## src/logic/adc_result_pkg.sv

```systemverilog
// constants and types shared by the converter result and reference select logic
package adc_result_pkg;

    localparam int ADDR_W = 3;
    localparam int DATA_W = 8;
    localparam int RESULT_W = 10;
    localparam int CHAN_W = 5;
    localparam int REF_W = 2;

    localparam logic [ADDR_W-1:0] OFS_INPUT_SELECT = 3'h0;
    localparam logic [ADDR_W-1:0] OFS_CONTROL_STATUS = 3'h1;
    localparam logic [ADDR_W-1:0] OFS_RESULT_LOW = 3'h2;
    localparam logic [ADDR_W-1:0] OFS_RESULT_HIGH = 3'h3;

    localparam int REF_SEL_HI = 7;
    localparam int REF_SEL_LO = 6;
    localparam int LEFT_ADJ_BIT = 5;
    localparam int CHAN_HI = 4;
    localparam int CHAN_LO = 0;
    localparam int BUSY_BIT = 6;
    localparam int DONE_BIT = 4;

    localparam logic [DATA_W-1:0] INPUT_SELECT_RST = 8'h00;
    localparam logic [DATA_W-1:0] RDATA_IDLE = 8'h00;
    localparam logic [RESULT_W-1:0] RESULT_RST = 10'h000;

    localparam logic [CHAN_W-1:0] CHAN_SINGLE_LAST = 5'h07;
    localparam logic [CHAN_W-1:0] CHAN_BANDGAP = 5'h1e;
    localparam logic [CHAN_W-1:0] CHAN_GROUND = 5'h1f;

    localparam logic [RESULT_W-1:0] SE_CODE_MAX = 10'h3ff;
    localparam logic [RESULT_W-1:0] DIFF_CODE_MAX = 10'h1ff;
    localparam logic [RESULT_W-1:0] DIFF_CODE_MIN = 10'h200;

    typedef enum logic [1:0] {
        REF_EXTERNAL = 2'b00,
        REF_ANALOG_SUPPLY = 2'b01,
        REF_RESERVED = 2'b10,
        REF_INTERNAL = 2'b11
    } ref_sel_t;

    typedef enum logic {
        ST_IDLE = 1'b0,
        ST_CONVERT = 1'b1
    } conv_state_t;

endpackage

```

## src/logic/adc_result_and_reference_select.sv

```systemverilog
// converter select register, conversion result encoding and result byte presentation
//
// Design decisions made here: the plain strobed port and the register addresses.
`timescale 1ns/1ps
module adc_result_and_reference_select
    import adc_result_pkg::*;
#(
    parameter int SAMPLE_W = 12
) (
    input wire logic i_mclk,
    input wire logic i_rstn,
    input wire logic [adc_result_pkg::ADDR_W-1:0] i_addr,
    input wire logic [adc_result_pkg::DATA_W-1:0] i_wdata,
    input wire logic i_wr,
    input wire logic i_rd,
    output logic [adc_result_pkg::DATA_W-1:0] o_rdata,
    input wire logic i_conv_start,
    input wire logic i_conv_done,
    input wire logic signed [SAMPLE_W-1:0] i_sample_value,
    input wire logic i_vector_taken,
    output logic [adc_result_pkg::REF_W-1:0] o_reference_select,
    output logic [adc_result_pkg::CHAN_W-1:0] o_channel_gain_select,
    output logic o_conv_busy,
    output logic o_done_flag
);
    import adc_result_pkg::*;

    if (SAMPLE_W < RESULT_W + 1 || SAMPLE_W > 16) begin : g_check
        $error("SAMPLE_W must lie between 11 and 16");
    end

    conv_state_t state_ff;
    conv_state_t nxt_state;
    logic [DATA_W-1:0] input_select_ff;
    logic [REF_W-1:0] active_ref_ff;
    logic [CHAN_W-1:0] active_chan_ff;
    logic [RESULT_W-1:0] result_ff;
    logic done_flag_ff;
    logic busy_ff;
    logic [DATA_W-1:0] rdata_ff;

    // register decode
    wire logic wr_select = i_wr && (i_addr == OFS_INPUT_SELECT);
    wire logic wr_status = i_wr && (i_addr == OFS_CONTROL_STATUS);
    wire logic rd_select = i_addr == OFS_INPUT_SELECT;
    wire logic rd_status = i_addr == OFS_CONTROL_STATUS;
    wire logic rd_low = i_addr == OFS_RESULT_LOW;
    wire logic rd_high = i_addr == OFS_RESULT_HIGH;

    // conversion sequencing seen from the converter
    wire logic conv_begin = (state_ff == ST_IDLE) && i_conv_start;
    wire logic conv_end = (state_ff == ST_CONVERT) && i_conv_done;

    always_comb begin
        nxt_state = state_ff;
        unique case (state_ff)
            ST_IDLE: begin
                if (conv_begin) begin
                    nxt_state = ST_CONVERT;
                end
            end
            ST_CONVERT: begin
                if (conv_end) begin
                    nxt_state = ST_IDLE;
                end
            end
        endcase
    end

    // selection follows the register while idle, locked during a conversion
    wire logic sel_update = (state_ff == ST_IDLE) || conv_end;
    wire logic [REF_W-1:0] sel_ref = input_select_ff[REF_SEL_HI:REF_SEL_LO];
    wire logic [CHAN_W-1:0] sel_chan = input_select_ff[CHAN_HI:CHAN_LO];
    wire logic [REF_W-1:0] nxt_active_ref = sel_update ? sel_ref : active_ref_ff;
    wire logic [CHAN_W-1:0] nxt_active_chan = sel_update ? sel_chan : active_chan_ff;

    // channel classes: single-ended inputs, bandgap and ground are unsigned
    wire logic chan_single = (active_chan_ff <= CHAN_SINGLE_LAST)
                             || (active_chan_ff == CHAN_BANDGAP)
                             || (active_chan_ff == CHAN_GROUND);
    wire logic chan_diff = !chan_single;

    wire logic [RESULT_W-1:0] se_code;
    wire logic [RESULT_W-1:0] diff_code;

    code_saturate #(
        .IN_W(SAMPLE_W),
        .OUT_W(RESULT_W),
        .SIGNED_OUT(1'b0)
    ) u_single_sat (
        .i_value(i_sample_value),
        .o_code(se_code)
    );

    code_saturate #(
        .IN_W(SAMPLE_W),
        .OUT_W(RESULT_W),
        .SIGNED_OUT(1'b1)
    ) u_diff_sat (
        .i_value(i_sample_value),
        .o_code(diff_code)
    );

    // two's complement keeps the sign in bit 9
    wire logic [RESULT_W-1:0] conv_code = chan_diff ? diff_code : se_code;

    // done flag: hardware set wins over a clear in the same cycle
    wire logic done_clear = i_vector_taken || (wr_status && i_wdata[DONE_BIT]);
    wire logic nxt_done_flag = conv_end || (done_flag_ff && !done_clear);

    // presentation tracks the live left-adjust bit
    wire logic left_adj = input_select_ff[LEFT_ADJ_BIT];
    wire logic [DATA_W-1:0] low_byte = left_adj ? {result_ff[1:0], 6'h00}
                                                : result_ff[7:0];
    wire logic [DATA_W-1:0] high_byte = left_adj ? result_ff[9:2]
                                                 : {6'h00, result_ff[9:8]};
    wire logic [DATA_W-1:0] status_byte = 8'(({7'h00, busy_ff} << BUSY_BIT)
                                             | ({7'h00, done_flag_ff} << DONE_BIT));

    wire logic [DATA_W-1:0] rd_mux = rd_select ? input_select_ff
                                   : rd_status ? status_byte
                                   : rd_low ? low_byte
                                   : rd_high ? high_byte
                                   : RDATA_IDLE;

    always_ff @(posedge i_mclk or negedge i_rstn) begin
        if (!i_rstn) begin
            state_ff <= ST_IDLE;
            busy_ff <= 1'b0;
        end else begin
            state_ff <= nxt_state;
            busy_ff <= nxt_state == ST_CONVERT;
        end
    end

    always_ff @(posedge i_mclk or negedge i_rstn) begin
        if (!i_rstn) begin
            input_select_ff <= INPUT_SELECT_RST;
        end else if (wr_select) begin
            input_select_ff <= i_wdata;
        end
    end

    always_ff @(posedge i_mclk or negedge i_rstn) begin
        if (!i_rstn) begin
            active_ref_ff <= REF_EXTERNAL;
            active_chan_ff <= '0;
        end else begin
            active_ref_ff <= nxt_active_ref;
            active_chan_ff <= nxt_active_chan;
        end
    end

    always_ff @(posedge i_mclk or negedge i_rstn) begin
        if (!i_rstn) begin
            result_ff <= RESULT_RST;
        end else if (conv_end) begin
            result_ff <= conv_code;
        end
    end

    always_ff @(posedge i_mclk or negedge i_rstn) begin
        if (!i_rstn) begin
            done_flag_ff <= 1'b0;
        end else begin
            done_flag_ff <= nxt_done_flag;
        end
    end

    always_ff @(posedge i_mclk or negedge i_rstn) begin
        if (!i_rstn) begin
            rdata_ff <= RDATA_IDLE;
        end else begin
            rdata_ff <= i_rd ? rd_mux : RDATA_IDLE;
        end
    end

    assign o_rdata = rdata_ff;
    assign o_reference_select = active_ref_ff;
    assign o_channel_gain_select = active_chan_ff;
    assign o_conv_busy = busy_ff;
    assign o_done_flag = done_flag_ff;
endmodule // adc_result_and_reference_select

```

## src/logic/code_saturate.sv

```systemverilog
// clamps a signed sample count into an unsigned or two's complement code
`timescale 1ns/1ps
module code_saturate #(
    parameter int IN_W = 12,
    parameter int OUT_W = 10,
    parameter bit SIGNED_OUT = 1'b0
) (
    input wire logic signed [IN_W-1:0] i_value,
    output logic [OUT_W-1:0] o_code
);
    localparam logic signed [IN_W-1:0] UMAX = IN_W'((1 << OUT_W) - 1);
    localparam logic signed [IN_W-1:0] SMAX = IN_W'((1 << (OUT_W - 1)) - 1);
    localparam logic signed [IN_W-1:0] SMIN = -IN_W'(1 << (OUT_W - 1));
    localparam logic signed [IN_W-1:0] LO = SIGNED_OUT ? SMIN : '0;
    localparam logic signed [IN_W-1:0] HI = SIGNED_OUT ? SMAX : UMAX;

    if (IN_W <= OUT_W) begin : g_check
        $error("code_saturate needs IN_W above OUT_W");
    end

    wire logic below = i_value < LO;
    wire logic above = i_value > HI;
    assign o_code = below ? LO[OUT_W-1:0] : (above ? HI[OUT_W-1:0] : i_value[OUT_W-1:0]);
endmodule // code_saturate

```

## config.mk

```make
export PLATFORM = sky130hd
export DESIGN_NAME = adc_result_and_reference_select
export DESIGN_NICKNAME = d
export VERILOG_FILES = /design/src/logic/adc_result_pkg.sv /design/src/logic/adc_result_and_reference_select.sv /design/src/logic/code_saturate.sv
export SDC_FILE = /design/constraint.sdc
export NUM_CORES = 1
export LEC_CHECK = 0
export ABC_AREA = 1
export BUFFER_PORTS_ARGS = -buffer_cell sky130_fd_sc_hd__buf_4
export CAP_MARGIN = 20
export CORE_MARGIN = 1
export CORE_UTILIZATION = 55
export CTS_BUF_LIST = sky130_fd_sc_hd__clkbuf_2 sky130_fd_sc_hd__clkbuf_4 sky130_fd_sc_hd__clkbuf_8
export DETAILED_ROUTE_END_ITERATION = 7
export GPL_ROUTABILITY_DRIVEN = 0
export PLACE_DENSITY = 0.82
export SKIP_LAST_GASP = 1
export SYNTH_ARGS = -nofsm -noshare
export SYNTH_HDL_FRONTEND = slang
export SYNTH_SLANG_ARGS = --single-unit
```

## constraint.sdc

```tcl
create_clock -name i_mclk -period 2.84 [get_ports i_mclk]
set_input_delay 0 -clock i_mclk [delete_from_list [all_inputs] [get_ports i_mclk]]
set_output_delay 0 -clock i_mclk [all_outputs]
set_load 0.05 [all_outputs]
```

==> out/results.txt, run 1 <==
Total power: 1520 uW
Final setup viols: 0
Worst-margin pin slew: 0.420 ns
Synth Flop Type: dfrtp_1
R2R setup slack: 1.25 ns
IO Count: 47
CTS clk-pin slew, worst paths: 0.11 ns
Die Wd: 60.7 um
Most common cell after layout, fill and taps aside: nand2_1
RSZ-0062 raised after global routing: false
Synth Register Bits: 35
Most frequent cells in the layout: 107 x nand2_1, 46 x buf_4, 41 x nand3_1, 35 x dfrtp_1
CTS sink cnt: 35
Total Routing Usage GR: 29.7%
Reg2reg path depth: 3
Yosys cell types: 22
Yosys warnings: 0
Number of global-route vias before repair: 1814
Largest net degree at the start of global routing: 36
Clock Power Share: 17.5%
Critical path class: input pin to flip-flop
Slowest Stage Delay on Critical Path: 0.61 ns
DRT antenna net count: 0
Initial Util: 60.1%
Vias per cell: 5.13
WHS: 0.0265 ns
Critical path cell sequence: dlygate4sd3_1, buf_4, nor2_4, dlygate4sd3_1, nand2_4, inv_4, nand3_1, dlygate4sd3_1, nand2_1
Critical Path Start Type: input pin
Worst-path cell with the longest stage delay: dlygate4sd3_1
CTS tree: done
Comb power frac: 36.9%
CP most frequent cell: dlygate4sd3_1
Switching Share: 41.0%
Critical path depth: 9
Register area: 876 um2
Max FO, Critical Path: 14
Number of max-slew violations in the final report: 0
Pleak: 0.00139 uW
# diodes: 0
CTS buffer count: 5
Worst clock skew: 0.0160 ns
Post-route minimum period: 2.10 ns
PD cells: 600 mW/mm2
Sequential-to-total area share from yosys stat: 46.2%
Final #Nets: 353
R2r endpoint: o_done_flag
# rows: 20
HPWL after DPL: 3090 um
Die footprint: 0.00369 mm2
Post-Syn Nets: 284
Internal power: 898 uW
Run status: completed
Wire length of the first global-routing pass: 7870 um
DR pass1 iterations: 4
Post-synth ARST share: 100%
Layout overhead on the synthesized area: 33.9%
TNS Setup: 0 ns
Worst Path Buf+Inv: 5
Synthesized cell area: 0.00190 mm2
Remaining DRCs: 0
Number of port buffers: 46
Core box area: 0.00315 mm2
Critical Path Sink Type: flip-flop
Root Driver: clkbuf_4
CP top delay family: buffers and inverters
Class of the worst hold path: input pin to flip-flop
Clock Tree Buf Depth: 2
CTS H-tree lvls: 2
Worst skew pair latency: 0.34 ns
Setup crit end: input_select_ff[4]
Req. time, crit path: 3.13 ns
Psw: 624 uW
Period utilization: 73.9%
Max-Cap Viols: 0
Final hold violation count: 0
RR Startpoint: o_conv_busy
Vias: 1888
GRT Residual Overflow: 0
Final wirelength: 4750 um
Post-synth EDFFs: 0
Peak supply drop: 387 uV
Worst slew margin: 72.0%
Multi-input gate area: 883 um2
First DRT Iteration DRCs: 125
Crit path DAT: 2.39 ns
Die Height: 60.7 um
Post-layout util: 80.5%
Fill count: 216
Mean post-synth cell area: 7.46 um2
Power share of the sequential group: 45.7%
Post-Syn Instances: 254
Initial antenna violation count: 0
DR WL/cell: 12.9 um
Max Clock Freq: 477 MHz
Layout cell share with drive strength beyond 1: 22.8%
Worst setup startpoint: i_addr[2]
-- worst min-delay path by stage --
| stage | slack (ns) | from | endpoint | cells after the start |
|---|---|---|---|---|
| 2_1_floorplan | -0.30 | i_rstn | input_select_ff[0] | 0 |
| 3_3_place_gp | -0.03 | i_rstn | o_rdata[5] | 1 |
| 3_5_place_dp | -0.03 | i_rstn | o_rdata[3] | 1 |
| 4_1_cts | 0.009 | i_addr[1] | o_rdata[4] | 4 |
| 5_1_grt | 0.05 | i_addr[1] | o_rdata[4] | 4 |
| 6_report | 0.03 | i_addr[1] | o_rdata[4] | 4 |
-- cell usage after synthesis (2+ instances only) --
cell	n	area (um2)
nand2_1	107	402
nand3_1	41	205
dfrtp_1	35	876
inv_1	22	82.6
nor2_1	8	30.0
mux2_2	7	78.8
o21ai_0	7	35.0
a21oi_1	5	25.0
nand2_2	4	25.0
nor2_4	3	33.8
buf_2	2	10.0
clkbuf_1	2	7.51
clkinv_1	2	7.51
-- per-layer routing --
layer	GRT usage [%]	wire, um	up-vias	share of wire, %
li1	-	-	940	-
met5	0	0	-	0
met4	17.2	203	0	4.3
met1	35.4	1900	852	40
met2	49.5	2360	79	50
met3	6.82	285	17	6.0
-- through the flow --
step / worst slack [ns] / instance area [um2] / instances
finish: 0.742 / 2540 / 368
floorplan: 1.42 / 1900 / 254
CTS: 0.825 / 2540 / 368
detailed placement: 1.50 / 2260 / 338
global placement: 1.57 / 2260 / 338
global route: 0.657 / 2540 / 368
-- area by class of cell --
class	instances	share of cell area, %
clock buffers	5	1.48
clock inverters	3	0.789
inverters	26	3.94
multi-input cells	187	34.8
flip-flops and latches	35	34.5
well taps	44	2.17
repair buffers	68	22.3
-- worst register-to-register path, stage by stage, from the launching register on --
cell           delay, ns
dfrtp_1             0.46
nand2_1             0.27
o21ai_0             0.18
dlygate4sd3_1       0.58
-- state kept, by name, summed over array words and instances, names as in the netlist --
| name | count |
|---|---|
| input_select_ff | 8 |
| o_conv_busy | 1 |
| o_done_flag | 1 |
| o_reference_select | 2 |
| o_channel_gain_select | 5 |
| o_rdata | 8 |
| result_ff | 10 |
-- what timing repair did --
item / 4_1_cts / 5_1_grt
resized for setup: 0 / 0
endpoints found under the setup margin: 0 / 0
hold buffers: 22 / 0
endpoints found under the hold margin: 53 / 0
setup buffers: 0 / 0
-- cell families after synthesis --
logic type             count (synthesis)  share of synthesized area (%)
AOI/OAI and AO/OA                     14                           4.49
buffers and inverters                 32                           7.19
DFF                                   35                           46.2
muxes                                  7                           4.16
and+or+nand+nor                      166                           38.0
-- power by group through the flow --
stage                     logic (uW)  registers, uW  clock network (uW)
final                            561            695                 266
after global routing             618            705                 293
after CTS                        553            689                 274
after detailed placement         530            700                   0
after global placement           522            694                   0
after floorplan                  255            800                   0
No activity file was read; power rests on OpenSTA's default activity.
==> run 2: changes to the inputs <==
- clock period: 2.84 -> 1.98 ns (I/O delays scaled with it)
==> run 2 against run 1 <==
Net effect:
- critical endpoint is now o_done_flag
- power up 44%
- clock power up 44%
- clock skew decreased by 0.00053 ns
- non-clock buffer count unchanged
- global-route usage shrank 0.48 points
- final cell count unchanged
- largest cell class unchanged
- largest power group unchanged
- register-to-register slack got worse by 0.84 ns
- via count is 0.69% higher
- worst setup slack worse by 0.50 ns
- flip-flop and latch count unchanged
- critical path type unchanged
==> out/results.txt, run 2 (same netlist as run 1, synthesis figures left out) <==
HPWL after DPL: 3090 um
Die Height: 60.7 um
Clock Tree Buf Depth: 2
PD cells: 861 mW/mm2
Die footprint: 0.00369 mm2
Fill count: 212
Dpl ws: 0.643 ns
Die Wd: 60.7 um
CTS buffer count: 5
Reg2reg path depth: 3
Post-layout util: 80.5%
Core box area: 0.00315 mm2
Most flops, register: result_ff
Crit path DAT: 1.98 ns
Worst skew pair latency: 0.34 ns
Most common cell after layout, fill and taps aside: nand2_1
Register area: 876 um2
Max Clock Freq: 575 MHz
Worst slew margin: 71.7%
Max reg flops: 10
Initial Util: 60.1%
Period utilization: 87.8%
Worst-margin pin slew: 0.425 ns
Multi-input gate area: 883 um2
Largest net degree at the start of global routing: 36
Vias: 1901
DRT antenna net count: 0
# diodes: 0
Req. time, crit path: 2.22 ns
GRT Residual Overflow: 0
Vias per cell: 5.17
Class of the worst hold path: input pin to flip-flop
DR pass1 iterations: 7
Non-Filler Instances: 368
Remaining DRCs: 0
Number of global-route vias before repair: 1766
Peak supply drop: 557 uV
First DRT Iteration DRCs: 104
WHS: 0.0661 ns
WL met3: 209 um
Placed cell count: 338
CTS sink cnt: 35
Worst clock skew: 0.0155 ns
Met2 WL: 2330 um
Final wirelength: 4760 um
Final hold violation count: 0
Critical Path Start Type: input pin
Run status: completed
M1 wire length: 2000 um
Number of max-slew violations in the final report: 0
CTS H-tree lvls: 2
Pleak: 0.00139 uW
CTS clk-pin slew, worst paths: 0.12 ns
Hold depth: 7
Number of port buffers: 46
Final setup viols: 0
Root Driver: clkbuf_4
Wire length of the first global-routing pass: 7690 um
Post-route minimum period: 1.74 ns
Most frequent cells in the layout: 107 x nand2_1, 46 x buf_4, 41 x nand3_1, 35 x dfrtp_1
IO Count: 47
Final #Nets: 353
Critical path class: input pin to flip-flop
DR WL/cell: 12.9 um
Max-Cap Viols: 0
Max FO, Critical Path: 3
Setup ws final: 0.242 ns
CTS tree: done
Max layer used: met4
# rows: 20
Layout cell share with drive strength beyond 1: 22.8%
Initial antenna violation count: 0
TNS Setup: 0 ns
Layout overhead on the synthesized area: 33.9%
Total Routing Usage GR: 29.2%
RSZ-0062 raised after global routing: false
Critical Path Sink Type: flip-flop
## run 2: cell counts in the layout (fill, tap and decap cells not counted)
Identical to the previous run, type by type.
## run 2: what timing repair did
item | 4_1_cts | 5_1_grt
gates resized for setup | 0 | 0
hold endpoints to repair | 53 | 0
hold buffers | 22 | 0
buffers inserted | 0 | 0
## run 2: stage by stage
stage	cell area, um2	total power, uW
finish	2540	2180
global route	2540	2320
CTS	2540	2170
detailed placement	2260	1760
global placement	2260	1740
floorplan	1900	1510
## run 2: where the power goes
group	switching, uW	internal (uW)
registers	134	861
logic	516	291
clock network	247	135
## run 2: final timing paths
check | startpoint | to | slack [ns]
worst max-delay path | i_addr[2] | o_done_flag | 0.24
max in group asynchronous | i_rstn | result_ff[8] | 1.54
worst min register to register | result_ff[6] | result_ff[6] | 0.52
worst min-delay path | i_sample_value[6] | result_ff[6] | 0.07
worst max register to register | o_conv_busy | o_done_flag | 0.41
min in group asynchronous | i_rstn | input_select_ff[0] | 0.12
## run 2: layout make-up
cell class	count	area share, %
clock buffers	5	1.48
flip-flops and latches	35	34.5
repair buffers	68	22.3
well taps	44	2.17
inverters	26	3.94
multi-input cells	187	34.8
clock inverters	3	0.789
## run 2: worst max-delay path, cell delays in order
cell and delay [ns]:
dlygate4sd3_1 0.55, buf_4 0.16, inv_1 0.08, nand2_1 0.10
nor2_1 0.22, nand3_1 0.10, nand2_1 0.09, o21ai_0 0.09
dlygate4sd3_1 0.58
## run 2: metal layers
layer / vias to the layer above / track usage, %
met4: 0 / 16.9
met1: 862 / 35.3
met3: 21 / 6.18
met2: 80 / 48.5
li1: 938 / -
met5: - / 0
==> run 3: changes to the inputs <==
- CORE_UTILIZATION: 55 -> 50
- PLACE_DENSITY: 0.82 -> 0.76
- SLEW_MARGIN: unset -> 40
==> run 3 against run 2 <==
Net effect:
- maximum frequency increased by 30%
- final cell count decreased by 2.2%
- power increased by 9.1%
- largest power group unchanged
- highest routed layer unchanged
- count of clock-buffer cells in the layout increased by 1
- core utilization decreased by 13 points
- flip-flop and latch count unchanged
- worst setup slack improved by 0.41 ns
- design area decreased by 2.2%
- routed wire length decreased by 12%
- non-clock buffer count decreased by 11
==> out/results.txt, run 3 (same netlist as run 1, synthesis figures left out) <==
Most flops, register: result_ff
Period utilization: 67.3%
Worst skew pair latency: 0.29 ns
Post-route minimum period: 1.33 ns
Die Height: 63.6 um
Worst setup startpoint: input_select_ff[5]
Run status: completed
Critical Path Sink Type: flip-flop
Critical path class: flip-flop to flip-flop
HPWL after DPL: 3040 um
Max-Cap Viols: 0
IO Count: 47
Total power: 2380 uW
Largest net degree at the start of global routing: 36
DR pass1 iterations: 4
Die Wd: 63.6 um
# diodes: 0
Peak supply drop: 416 uV
Number of max-slew violations in the final report: 0
Initial Util: 51.8%
Critical path cell sequence: clkinv_1, nand2_1, nand2_1, nand2_1, nand3_1, nand2_1, inv_1
Wire length of the first global-routing pass: 7160 um
Pleak: 0.00139 uW
Clock Tree Buf Depth: 2
Worst slew margin: 71.1%
Layout cell share with drive strength beyond 1: 23.4%
Hold Crit Start: i_wdata[5]
Worst-path cell with the longest stage delay: dfrtp_1
Most frequent cells in the layout: 107 x nand2_1, 46 x buf_4, 41 x nand3_1, 35 x dfrtp_1, 22 x inv_1
Final wirelength: 4170 um
Req. time, crit path: 2.16 ns
Final setup viols: 0
Number of global-route vias before repair: 1675
Root Driver: clkbuf_8
First DRT Iteration DRCs: 86
Remaining DRCs: 0
Worst clock skew: 0.0102 ns
Vias: 1781
CTS buffer count: 5
WHS: 0.0202 ns
Layout overhead on the synthesized area: 30.9%
RSZ-0062 raised after global routing: false
Core box area: 0.00366 mm2
Worst-margin pin slew: 0.433 ns
# rows: 22
GRT Residual Overflow: 0
Class of the worst hold path: input pin to flip-flop
DR WL/cell: 11.6 um
Placed cell count: 342
Final #Nets: 342
Vias per cell: 4.95
Number of port buffers: 46
Critical Path Start Type: flip-flop
Crit path DAT: 1.51 ns
Most common cell after layout, fill and taps aside: nand2_1
DRT antenna net count: 0
CTS H-tree lvls: 2
RR Startpoint: input_select_ff[5]
Final hold violation count: 0
CTS clk-pin slew, worst paths: 0.06 ns
CTS sink cnt: 35
CTS tree: done
Non-Filler Instances: 360
Max Clock Freq: 750 MHz
TNS Setup: 0 ns
Post-Layout Inst Area: 0.00248 mm2
Initial antenna violation count: 0
Slowest Stage Delay on Critical Path: 0.52 ns
Max reg flops: 10
Placed Area: 0.00226 mm2
CP most frequent cell: nand2_1
Max FO, Critical Path: 12
Total Routing Usage GR: 22.9%
PD cells: 961 mW/mm2
Die footprint: 0.00404 mm2
run 3: final timing paths:
check | to | slack, ns | cells past startpoint
max in group asynchronous | o_reference_select[0] | 1.47 | 2
worst max register to register | o_rdata[7] | 0.65 | 7
worst max-delay path | o_rdata[7] | 0.65 | 7
worst min register to register | input_select_ff[6] | 0.50 | 2
worst min-delay path | input_select_ff[5] | 0.02 | 3
min in group asynchronous | o_rdata[1] | 0.20 | 2
run 3: critical path, delay by kind of cell (launching register included):
family                 cells  cell delay [ns]
buffers and inverters      2             0.34
DFF                        1             0.52
and+or+nand+nor            5             0.37
run 3: through the flow:
step / utilization [%] / setup WS, ns
global route: 67.8 / 0.458
finish: 67.8 / 0.647
CTS: 67.8 / 0.674
global placement: 61.9 / 0.718
detailed placement: 61.9 / 0.691
floorplan: - / 0.561
run 3: layout make-up:
cell class | instances | area [um2]
Clock inverter | 1 | 30.0
Tap cell | 48 | 60.1
Multi-Input combinational cell | 187 | 883
Timing Repair Buffer | 57 | 455
Clock buffer | 6 | 76.3
Sequential cell | 35 | 876
Inverter | 26 | 100
Fill cell | 321 | 1180
run 3: timing repair:
action	in CTS	in global routing
buffers inserted	0	0
hold buffers	11	0
resized for setup	0	0
endpoints found under the hold margin	49	0
run 3: per-layer routing:
| layer | track usage [%] | up-vias | share of wire [%] |
|---|---|---|---|
| met4 | 11.6 | 0 | 3.5 |
| met1 | 28.4 | 792 | 46 |
| met2 | 37.8 | 60 | 47 |
| li1 | - | 915 | - |
| met3 | 4.35 | 14 | 4.1 |
| met5 | 0 | - | 0 |
run 3: power by group:
| part | switching [uW] | total [uW] | leakage (uW) | internal [uW] |
|---|---|---|---|---|
| Combinational | 497 | 778 | 0.000887 | 281 |
| Clock | 232 | 615 | 0.0000547 | 382 |
| Sequential | 129 | 992 | 0.000446 | 863 |
| Total | 858 | 2380 | 0.00139 | 1530 |
